### src/inc/sbca_pkg.sv
package sbca_pkg;

	localparam int unsigned NUM_MASTERS = 7;
	localparam int unsigned NUM_EXT     = 6;
	localparam int unsigned NUM_CLKS    = 7;
	localparam int unsigned IDX_W       = 3;

	localparam logic [7:0] OFF_CLOCK_GATING_MASK = 8'hd9;
	localparam logic [7:0] OFF_CLOCK_RUN_STATE   = 8'hda;
	localparam logic [7:0] OFF_ARBITER_CONTROL   = 8'hdc;

	localparam logic [7:0] RST_CLOCK_GATING_MASK = 8'h00;
	localparam logic [7:0] RST_CLOCK_RUN_STATE   = 8'h00;
	localparam logic [7:0] RST_ARBITER_CONTROL   = 8'h40;

	localparam logic [7:0] GATING_WR_MASK = 8'h7f;
	localparam int unsigned BIT_PARK        = 7;
	localparam int unsigned BIT_BRIDGE_TIER = 6;
	localparam int unsigned BIT_STOPPED     = 0;

	localparam logic [2:0] OVR_GATE_A = 3'h2;
	localparam logic [2:0] OVR_GATE_B = 3'h3;

	// The bridge is master index 6; external masters sit at 0..5.
	localparam logic [IDX_W-1:0] BRIDGE_IDX = 3'h6;

	typedef struct packed {
		logic [7:0] addr;
		logic       wr;
		logic       rd;
		logic [7:0] wdata;
	} sbca_cfg_req_t;

	typedef struct packed {
		logic [NUM_EXT-1:0] ext;
		logic               bridge;
	} sbca_lines_t;

endpackage : sbca_pkg

### src/design/sbca_rr_tier.sv
`timescale 1ns/1ps
module sbca_rr_tier
	import sbca_pkg::*;
#(
	parameter int unsigned N = 7,
	parameter int unsigned W = 3
)
(
	input  wire logic [N-1:0] req_in,
	input  wire logic [W-1:0] last_in,
	output logic              found_out,
	output logic [W-1:0]      pick_out
);

	// Search starts just after the last winner so each requester gets a turn.
	always_comb
	begin
		int j;
		j         = 0;
		found_out = 1'b0;
		pick_out  = last_in;
		for (int k = N; k >= 1; k--)
		begin
			j = (int'(last_in) + k) % N;
			if (req_in[j])
			begin
				found_out = 1'b1;
				pick_out  = W'(j);
			end
		end
	end

endmodule : sbca_rr_tier

### src/design/sbca_ctl.sv
`timescale 1ns/1ps
// How it works
// RULE1 - A set gating bit stops its clock while override is 010b or 011b and power is exceeded.
// RULE2 - Outside that override code or without the power excess the gating bits do nothing.
// RULE3 - Gating bits 0 to 6 each drive the clock output of the same index; one stops it.
// RULE4 - Bit 7 of the gating register is reserved and reads zero.
// RULE5 - Status bit 0 reads one when clocks are stopped, zero when running, and ignores writes.
// RULE6 - Status bits 7 to 1 are reserved and read zero.
// RULE7 - The arbiter rotates within each of two tiers and serves the high tier first.
// RULE8 - Arbiter bit 7 set parks the idle bus on the bridge, clear parks it on the last master.
// RULE9 - Arbiter bit 6 puts the bridge in the high tier when one and the low tier when zero.
// RULE10 - Arbiter control bits 5 to 0 put grant lines 5 to 0 in the high tier when one.
// RULE11 - Express, global pin and power-on resets each return all bits to reset values.
// RULE12 - Arbiter control resets to 40h and the other two registers reset to zero.
// RULE13 - A gated clock restarts when its bit or condition clears; status tracks the outputs.
module sbca_ctl
	import sbca_pkg::*;
(
	input  wire logic                ref_clk_in,
	input  wire logic                rst_in,
	input  wire logic                pcie_reset_in,
	input  wire logic                global_reset_pin_n_in,
	input  wire logic                por_in,
	input  wire sbca_cfg_req_t       cfg_req_in,
	output logic [7:0]               cfg_rdata_out,
	output logic                     cfg_rvalid_out,
	input  wire logic [2:0]          power_override_field_in,
	input  wire logic                slot_power_exceeded_in,
	output logic [NUM_CLKS-1:0]      secondary_bus_clock_outputs_out,
	input  wire sbca_lines_t         bus_req_in,
	input  wire logic                bus_idle_in,
	output sbca_lines_t              bus_gnt_out
);

	logic                     any_reset;
	logic [7:0]               clock_gating_mask;
	logic [7:0]               secondary_clock_run_state;
	logic [7:0]               arbiter_priority_control;
	logic [7:0]               next_clock_gating_mask;
	logic [7:0]               next_secondary_clock_run_state;
	logic [7:0]               next_arbiter_priority_control;
	logic [7:0]               next_cfg_rdata;
	logic                     next_cfg_rvalid;
	logic [NUM_CLKS-1:0]      next_clk_run;
	logic                     gating_active;

	logic [NUM_MASTERS-1:0]   req_vec;
	logic [NUM_MASTERS-1:0]   tier_vec;
	logic [NUM_MASTERS-1:0]   hi_req;
	logic [NUM_MASTERS-1:0]   lo_req;
	logic                     hi_found;
	logic                     lo_found;
	logic [IDX_W-1:0]         hi_pick;
	logic [IDX_W-1:0]         lo_pick;
	logic [IDX_W-1:0]         hi_last;
	logic [IDX_W-1:0]         lo_last;
	logic [IDX_W-1:0]         owner;
	logic [IDX_W-1:0]         next_hi_last;
	logic [IDX_W-1:0]         next_lo_last;
	logic [IDX_W-1:0]         next_owner;

	// All reset sources are folded into one synchronous clear.
	assign any_reset = rst_in | pcie_reset_in | ~global_reset_pin_n_in | por_in; // RULE11

	// Register file: writes land on the next edge, reads answer one cycle later.
	always_comb
	begin
		next_clock_gating_mask        = clock_gating_mask;
		next_arbiter_priority_control = arbiter_priority_control;
		next_cfg_rdata                = cfg_rdata_out;
		next_cfg_rvalid               = cfg_req_in.rd;
		if (cfg_req_in.wr)
		begin
			unique case (cfg_req_in.addr)
				OFF_CLOCK_GATING_MASK:
				begin
					next_clock_gating_mask = cfg_req_in.wdata & GATING_WR_MASK; // RULE4
				end
				OFF_ARBITER_CONTROL:
				begin
					next_arbiter_priority_control = cfg_req_in.wdata;
				end
				default:
				begin
					next_clock_gating_mask = clock_gating_mask;
				end
			endcase
		end
		if (cfg_req_in.rd)
		begin
			unique case (cfg_req_in.addr)
				OFF_CLOCK_GATING_MASK: next_cfg_rdata = clock_gating_mask & GATING_WR_MASK; // RULE4
				OFF_CLOCK_RUN_STATE:   next_cfg_rdata = secondary_clock_run_state; // RULE5 RULE6
				OFF_ARBITER_CONTROL:   next_cfg_rdata = arbiter_priority_control;
				default:               next_cfg_rdata = 8'h00;
			endcase
		end
	end

	always_ff @(posedge ref_clk_in)
	begin
		if (any_reset)
		begin
			clock_gating_mask        <= RST_CLOCK_GATING_MASK; // RULE12
			arbiter_priority_control <= RST_ARBITER_CONTROL; // RULE12
			cfg_rdata_out            <= 8'h00;
			cfg_rvalid_out           <= 1'b0;
		end
		else
		begin
			clock_gating_mask        <= next_clock_gating_mask;
			arbiter_priority_control <= next_arbiter_priority_control;
			cfg_rdata_out            <= next_cfg_rdata;
			cfg_rvalid_out           <= next_cfg_rvalid;
		end
	end

	// Clock gating is re-evaluated every cycle, so clearing a bit or losing
	// the condition restarts the clock on the next edge.
	always_comb
	begin
		gating_active = ((power_override_field_in == OVR_GATE_A) ||
			(power_override_field_in == OVR_GATE_B)) && slot_power_exceeded_in; // RULE1 RULE2
		next_clk_run = ~(gating_active ? clock_gating_mask[NUM_CLKS-1:0]
			: {NUM_CLKS{1'b0}}); // RULE3 RULE13
		next_secondary_clock_run_state = 8'h00; // RULE6
		next_secondary_clock_run_state[BIT_STOPPED] = ~&next_clk_run; // RULE5 RULE13
	end

	always_ff @(posedge ref_clk_in)
	begin
		if (any_reset)
		begin
			secondary_bus_clock_outputs_out <= {NUM_CLKS{1'b1}};
			secondary_clock_run_state       <= RST_CLOCK_RUN_STATE; // RULE12
		end
		else
		begin
			secondary_bus_clock_outputs_out <= next_clk_run;
			secondary_clock_run_state       <= next_secondary_clock_run_state;
		end
	end

	// Arbiter: requesters are split by tier, each tier rotates on its own.
	always_comb
	begin
		req_vec  = {bus_req_in.bridge, bus_req_in.ext};
		tier_vec = {arbiter_priority_control[BIT_BRIDGE_TIER],
			arbiter_priority_control[NUM_EXT-1:0]}; // RULE9 RULE10
		hi_req   = req_vec & tier_vec;
		lo_req   = req_vec & ~tier_vec;
	end

	sbca_rr_tier #(.N(NUM_MASTERS), .W(IDX_W)) u_hi_tier
	(
		.req_in    (hi_req),
		.last_in   (hi_last),
		.found_out (hi_found),
		.pick_out  (hi_pick)
	);

	sbca_rr_tier #(.N(NUM_MASTERS), .W(IDX_W)) u_lo_tier
	(
		.req_in    (lo_req),
		.last_in   (lo_last),
		.found_out (lo_found),
		.pick_out  (lo_pick)
	);

	// Ownership only moves while the bus is idle, so a transfer in flight
	// never loses its grant to a newcomer.
	always_comb
	begin
		next_owner   = owner;
		next_hi_last = hi_last;
		next_lo_last = lo_last;
		if (bus_idle_in)
		begin
			if (hi_found)
			begin
				next_owner   = hi_pick; // RULE7
				next_hi_last = hi_pick;
			end
			else if (lo_found)
			begin
				next_owner   = lo_pick; // RULE7
				next_lo_last = lo_pick;
			end
			else if (arbiter_priority_control[BIT_PARK])
			begin
				next_owner = BRIDGE_IDX; // RULE8
			end
			else
			begin
				next_owner = owner; // RULE8
			end
		end
	end

	always_ff @(posedge ref_clk_in)
	begin
		if (any_reset)
		begin
			owner   <= BRIDGE_IDX;
			hi_last <= BRIDGE_IDX;
			lo_last <= BRIDGE_IDX;
		end
		else
		begin
			owner   <= next_owner;
			hi_last <= next_hi_last;
			lo_last <= next_lo_last;
		end
	end

	always_comb
	begin
		bus_gnt_out.ext    = '0;
		bus_gnt_out.bridge = (owner == BRIDGE_IDX);
		for (int i = 0; i < NUM_EXT; i++)
		begin
			bus_gnt_out.ext[i] = (owner == IDX_W'(i));
		end
	end

endmodule : sbca_ctl

### config.mk
export PLATFORM = sky130hd
export DESIGN_NAME = sbca_ctl
export DESIGN_NICKNAME = d
export VERILOG_FILES = /design/src/inc/sbca_pkg.sv /design/src/design/sbca_rr_tier.sv /design/src/design/sbca_ctl.sv
export SDC_FILE = /design/constraint.sdc
export NUM_CORES = 1
export LEC_CHECK = 0
export BUFFER_PORTS_ARGS = -buffer_cell sky130_fd_sc_hd__buf_4
export CORE_MARGIN = 1
export CORE_UTILIZATION = 53
export DETAILED_ROUTE_END_ITERATION = 8
export PLACE_DENSITY = 0.78
export SLEW_MARGIN = 10
export SYNTH_ARGS = -nofsm -noshare
export SYNTH_HDL_FRONTEND = slang
export SYNTH_SLANG_ARGS = --single-unit
### constraint.sdc
create_clock -name ref_clk_in -period 6.3 [get_ports ref_clk_in]
set_clock_uncertainty 0.2 [all_clocks]
set_input_delay 0.315 -clock ref_clk_in [delete_from_list [all_inputs] [get_ports ref_clk_in]]
set_output_delay 0.315 -clock ref_clk_in [all_outputs]
set_load 0.02 [all_outputs]
# Word-level counts from Yosys, hierarchy flattened
# Index checks and enable logic that the tools add are counted.
# totals
reg_bits	48
in_bits	35
output_inout_bits	23
wordCells	158
# classes
n_addsub	14
div	14
magnitude_cmp	14
eq_ne	11
muxes	75
n_bitwise	9
n_reduce_logical	11
# op_table
cell	count
< comparator 32 x 5 -> 1 bit (second input constant)	14
modulo 32 x 3 -> 32 bit (second input constant)	14
2-to-1 mux 3 bit	17
binary-select mux 1 bit (select 3 bit)	14
2-to-1 mux 1 bit	42
adder 3 x 3 -> 4 bit (second input constant)	8
== test 8 bit (second input constant)	3
case mux 8 bit (3 select lines)	1
adder 3 x 2 -> 4 bit (second input constant)	4
AND 7 bit	2
inverter 7 bit	2
== test 3 x 2 -> 1 bit (second input constant)	4
== test 3 bit (second input constant)	3
adder 3 x 1 -> 4 bit (second input constant)	2
AND reduction 2 bit	4
2-to-1 mux 7 bit	1
AND reduction 7 bit	1
== test 3 x 1 -> 1 bit (second input constant)	1
zero test 3 bit	1
OR 1 bit	3
AND reduction 3 bit	1
nonzero test 3 bit	1
inverter 1 bit	2
logical AND 1 bit	1
2 further kinds	2

# Depth between registers and ports, before layout
# logic_depth
word_depth	14
depth_mapped	24
mapped_depth_nobuf	19

# By module
# Synthesis repeated with hierarchy kept, for this count alone.
# unflattened
cells_unflattened	774
area_unflattened_um2	6104.6
# by_module_without_submodules
module	n_inst	cells_per_inst	area_per_inst_um2	seq_area_each_um2
sbca_rr_tier	2	280	2143.3	0.0
sbca_ctl	1	214	1818.0	820.8

# Least setup slack after synthesis
# Ideal clock, no wire load.
# synth_timing
path_type	reg2reg
start	reg lo_last[0]
end	reg owner[1]
setup_ps	161
arrival_time_ps	5112
required_ps	5939
slack_ps	827
stages_incl_launch_ff	23
path_buffers	5
period_less_slack_ps	5473
path_cell_list	dfxtp_1 > buf_2 > buf_2 > buf_4 > clkbuf_1 > inv_1 > ha_1 > clkbuf_1 > inv_1 > ha_1 > ha_1 > a31oi_1 > xnor2_1 > ha_1 > a31oi_2 > mux2_2 > nor3_1 > nor3_1 > nor3_1 > nand4b_4 > o31ai_1 > nor2b_1 > o31ai_2
# synth_via
elab_chain_cells	14
elab_cells_between_ends	53
classes_between	add/sub (7); div (7); mux (37); reduce/logical (2)
# synth_rtl
item	line_no	rtl
start, declared	sbca_ctl.sv:56	logic [IDX_W-1:0] lo_last;
start signal, assigned	sbca_ctl.sv:212	lo_last <= next_lo_last;
adder 3 x 3 -> 4 bit	sbca_rr_tier.sv:24	j = (int'(last_in) + k) % N;
modulo 32 x 3 -> 32 bit	sbca_rr_tier.sv:24	
binary-select mux 1 bit (select 3 bit)	sbca_rr_tier.sv:25	if (req_in[j])
2-to-1 mux 1 bit (implied by the code) (2 in series)	sbca_rr_tier.sv:25	
2-to-1 mux 1 bit / 2-to-1 mux 3 bit (equally long branches) (7 in series)	sbca_rr_tier.sv:25	
nonzero test 3 bit (no line) / 2-to-1 mux 3 bit (equally long branches)	-	
AND reduction 2 bit (no line) / 2-to-1 mux 3 bit (equally long branches)	-	
end signal, assigned	sbca_ctl.sv:210	owner <= next_owner;
end, declared	sbca_ctl.sv:57	logic [IDX_W-1:0] owner;
# Parallel ways exist; a longest one is shown, timed or not. The select of a mux whose other input is x is not followed.
# A chain may end at the register's enable or synchronous reset.

# Worst setup path after layout
# layout_timing
start	reg hi_last[1]
end	reg owner[0]
# layout_via
elab_chain_cells	14
elab_cells_between_ends	52
classes_between	add/sub (7); div (7); mux (36); reduce/logical (2)
# layout_rtl
item	line_no	rtl
start, declared	sbca_ctl.sv:55	logic [IDX_W-1:0] hi_last;
start signal, assigned	sbca_ctl.sv:211	hi_last <= next_hi_last;
adder 3 x 3 -> 4 bit	sbca_rr_tier.sv:24	
modulo 32 x 3 -> 32 bit	sbca_rr_tier.sv:24	
binary-select mux 1 bit (select 3 bit)	sbca_rr_tier.sv:25	
2-to-1 mux 1 bit (implied by the code) (2 in series)	sbca_rr_tier.sv:25	
2-to-1 mux 1 bit (7 in series)	sbca_rr_tier.sv:25	
nonzero test 3 bit (no line)	-	
AND reduction 2 bit (no line)	-	
# Parallel ways exist; a longest one is shown, timed or not. The select of a mux whose other input is x is not followed.

==> run metrics <==
Max-slew headroom=36.7%; Placeable Area=0.0115 mm²; outcome=finished, final reports clean; Max Freq=183 MHz; CP Max Fanout=13; IO Pins=58; Post-DP HPWL=14200 µm; VDD IR max=0.000143 V; Die X=111 µm; CTS tree=built; Post-synth EDFFs=0; Post-Route WL=18500 µm; # diodes=0; Tmin final=5450 ps; initial antenna violation count=0; RSZ-0062 raised after global routing=no; post-CTS sizing=0; Die Area=0.0123 mm²; worst skew pair latency=280 ps; Setup-failing EPs final=0; Final Net Count=977; drt via density=6.58; crit end category=register; DR vias=6832; first-pass GRT wire length=31100 µm; H-tree depth=2; Final GP Congestion=0.990; register bit count reported by yosys=41; IO buf count=56; dominant cells by area after synthesis=dfxtp_1, ha_1, nand2_1; static leakage=2.67 nW; initial core utilization=54.6%; final instance area=0.00691 mm²; antenna-violating nets left=0; MaxCap Viol Count=0; Tot Pwr=0.656 mW; Setup WS post-layout=847 ps; post-synth top area cell=dfxtp_1; clock sink count=41; Final Hold Viols=0; Seq/Total Area, Yosys=13.1%; mapped cell area=0.00627 mm²; clock-pin slew on the worst setup and hold paths=60 ps; layout cell share with drive strength beyond 1=13.5%; final period utilization=86.6%; placed insts=1031; WP data required=6310 ps; Primary FF master, synth=dfxtp_1; Syn Area/Cell=7.26 µm²; Gate Count Post-Synth=863; DRC=0; starting DRC count in detailed routing=663; Unique masters post-synth=95; Hold WC Path Type=input pin to register; Synth top area share=13.1%; Clock Tree Root=clkbuf_16; Congestion Overflow GR=0; row count=39; number of global-route vias before repair=6318; Crit Path Class=register to register; WL/cell=17.8 µm; CP arrival=5460 ps; Max Slew Vio Count=0; worst slew pin tran=946 ps; crit start category=register; ys async rst share=0%; cts bufs inserted=5; Die Span Y=111 µm; YS warnings=0; Net Count, Synth=945; pre-CTS WS=1030 ps; Global Route Usage Sum=30.2%; number of hold buffers added after CTS=0; Non-Filler Instances=1039; P per Cell Area=94.9 mW/mm²; Placed Instance Area=0.00677 mm²; Area growth syn-to-layout=10.3%; First-pass DRT Iterations=5; largest net degree at the start of global routing=39; clock buffer depth=2; Sum Neg Setup Slack=0 ps; post-CTS repair timing setup buffer count=0
-- path summary, 6_finish.rpt --
kind | endpoint | slack, ps | cells after the start | startpoint
setup / recovery | owner[0] | 850 | 17 | hi_last[1]
hold / removal | arbiter_priority_control[6] | 90 | 3 | cfg_req_in[6]
hold reg to reg | secondary_bus_clock_outputs_out[3] | 220 | 1 | clock_gating_mask[3]
setup reg to reg | owner[0] | 850 | 17 | hi_last[1]
-- per-stage QoR --
stage	util [%]	hold WS [ps]
global route	60.3	96.8
detailed placement	59.0	200
global placement	59.0	198
finish	60.3	88.5
CTS	60.3	82.4
floorplan	-	184
-- cells in the final DEF (no fill, tap or decap), drive strengths merged, types with 5 or more instances in the layout --
cell type	synthesis	final
or2	6	6
inv	32	32
mux2	6	6
o31ai	7	7
and3	10	10
nand3b	8	8
nand3	48	48
and2	22	22
mux2i	21	21
dfxtp	41	41
nor2	60	60
a31oi	18	18
mux4	7	7
nor3b	8	8
nand2	97	97
a21boi	5	5
nor4	9	9
nor3	20	20
xnor2	19	19
o21ai	47	47
o21bai	5	5
o2111ai	8	8
nand4	5	5
nand2b	20	20
o211ai	14	14
a21o	8	8
xor2	5	5
clkbuf	29	6
a22oi	8	8
nor4b	5	5
a2bb2oi	5	5
o22ai	9	9
a211oi	23	23
nor2b	18	18
ha	47	47
a211o	5	5
a21oi	69	69
buf	12	66
o21a	7	7
-- routing by layer --
| metal | up-vias | part of all wire, % | track usage [%] |
|---|---|---|---|
| met5 | - | 0 | 0 |
| met4 | 0 | 2.3 | 8.00 |
| met3 | 47 | 8.3 | 4.32 |
| met2 | 330 | 44 | 48.8 |
| met1 | 3139 | 45 | 41.9 |
| li1 | 3316 | - | - |
-- flip-flops by register name, indices dropped and copies added (netlist names), 3 cells and up --
signal	flops
hi_last	3
owner	3
cfg_rdata_out	8
arbiter_priority_control	8
secondary_bus_clock_outputs_out	7
lo_last	3
clock_gating_mask	7
-- synth_stat cells (all sizes together) (9+ instances only) --
master and n:
ha 47, o21ai 47, o211ai 14, nand2b 20, buf 12, a211oi 23
and2 22, inv 32, xnor2 19, mux2i 21, a21oi 69, dfxtp 41
and3 10, clkbuf 29, o22ai 9, nor3 20, nand2 97, nor4 9
nor2b 18, nor2 60, nand3 48, a31oi 18
-- cell type report --
| cell class | instances | area, µm² |
|---|---|---|
| Multi-Input combinational cell | 748 | 5150 |
| Tap cell | 143 | 179 |
| Inverter | 33 | 124 |
| Fill cell | 1088 | 4560 |
| Sequential cell | 41 | 821 |
| Clock inverter | 2 | 15.0 |
| Timing Repair Buffer | 66 | 495 |
| Clock buffer | 6 | 129 |
-- where the power goes --
| part | switching, mW | internal [mW] |
|---|---|---|
| combinational | 0.0847 | 0.0615 |
| sequential | 0.00125 | 0.260 |
| clock | 0.101 | 0.147 |
-- cell families after synthesis --
| group | Yosys count | share of synthesized area [%] |
|---|---|---|
| adders and majority gates | 48 | 9.54 |
| buffers and inverters | 74 | 4.83 |
| and+or+nand+nor | 357 | 29.9 |
| muxes | 34 | 7.01 |
| DFF | 41 | 13.1 |
| AOI/OAI and AO/OA | 285 | 31.8 |
| xor gates and xnor gates | 24 | 3.83 |
-- critical path: stages, from the launching register on --
cell and delay (ps):
dfxtp_1 690, inv_1 320, ha_1 440, xor2_2 290, inv_1 140, ha_1 200, ha_1 290, a211oi_2 300
a21oi_1 120, o31ai_1 440, xnor2_1 150, a221o_1 450, and2_1 190, a221o_1 310, a311o_1 270, o2bb2ai_1 310
a22oi_1 150, o21ai_1 140
(Power assumes the default switching activity.)
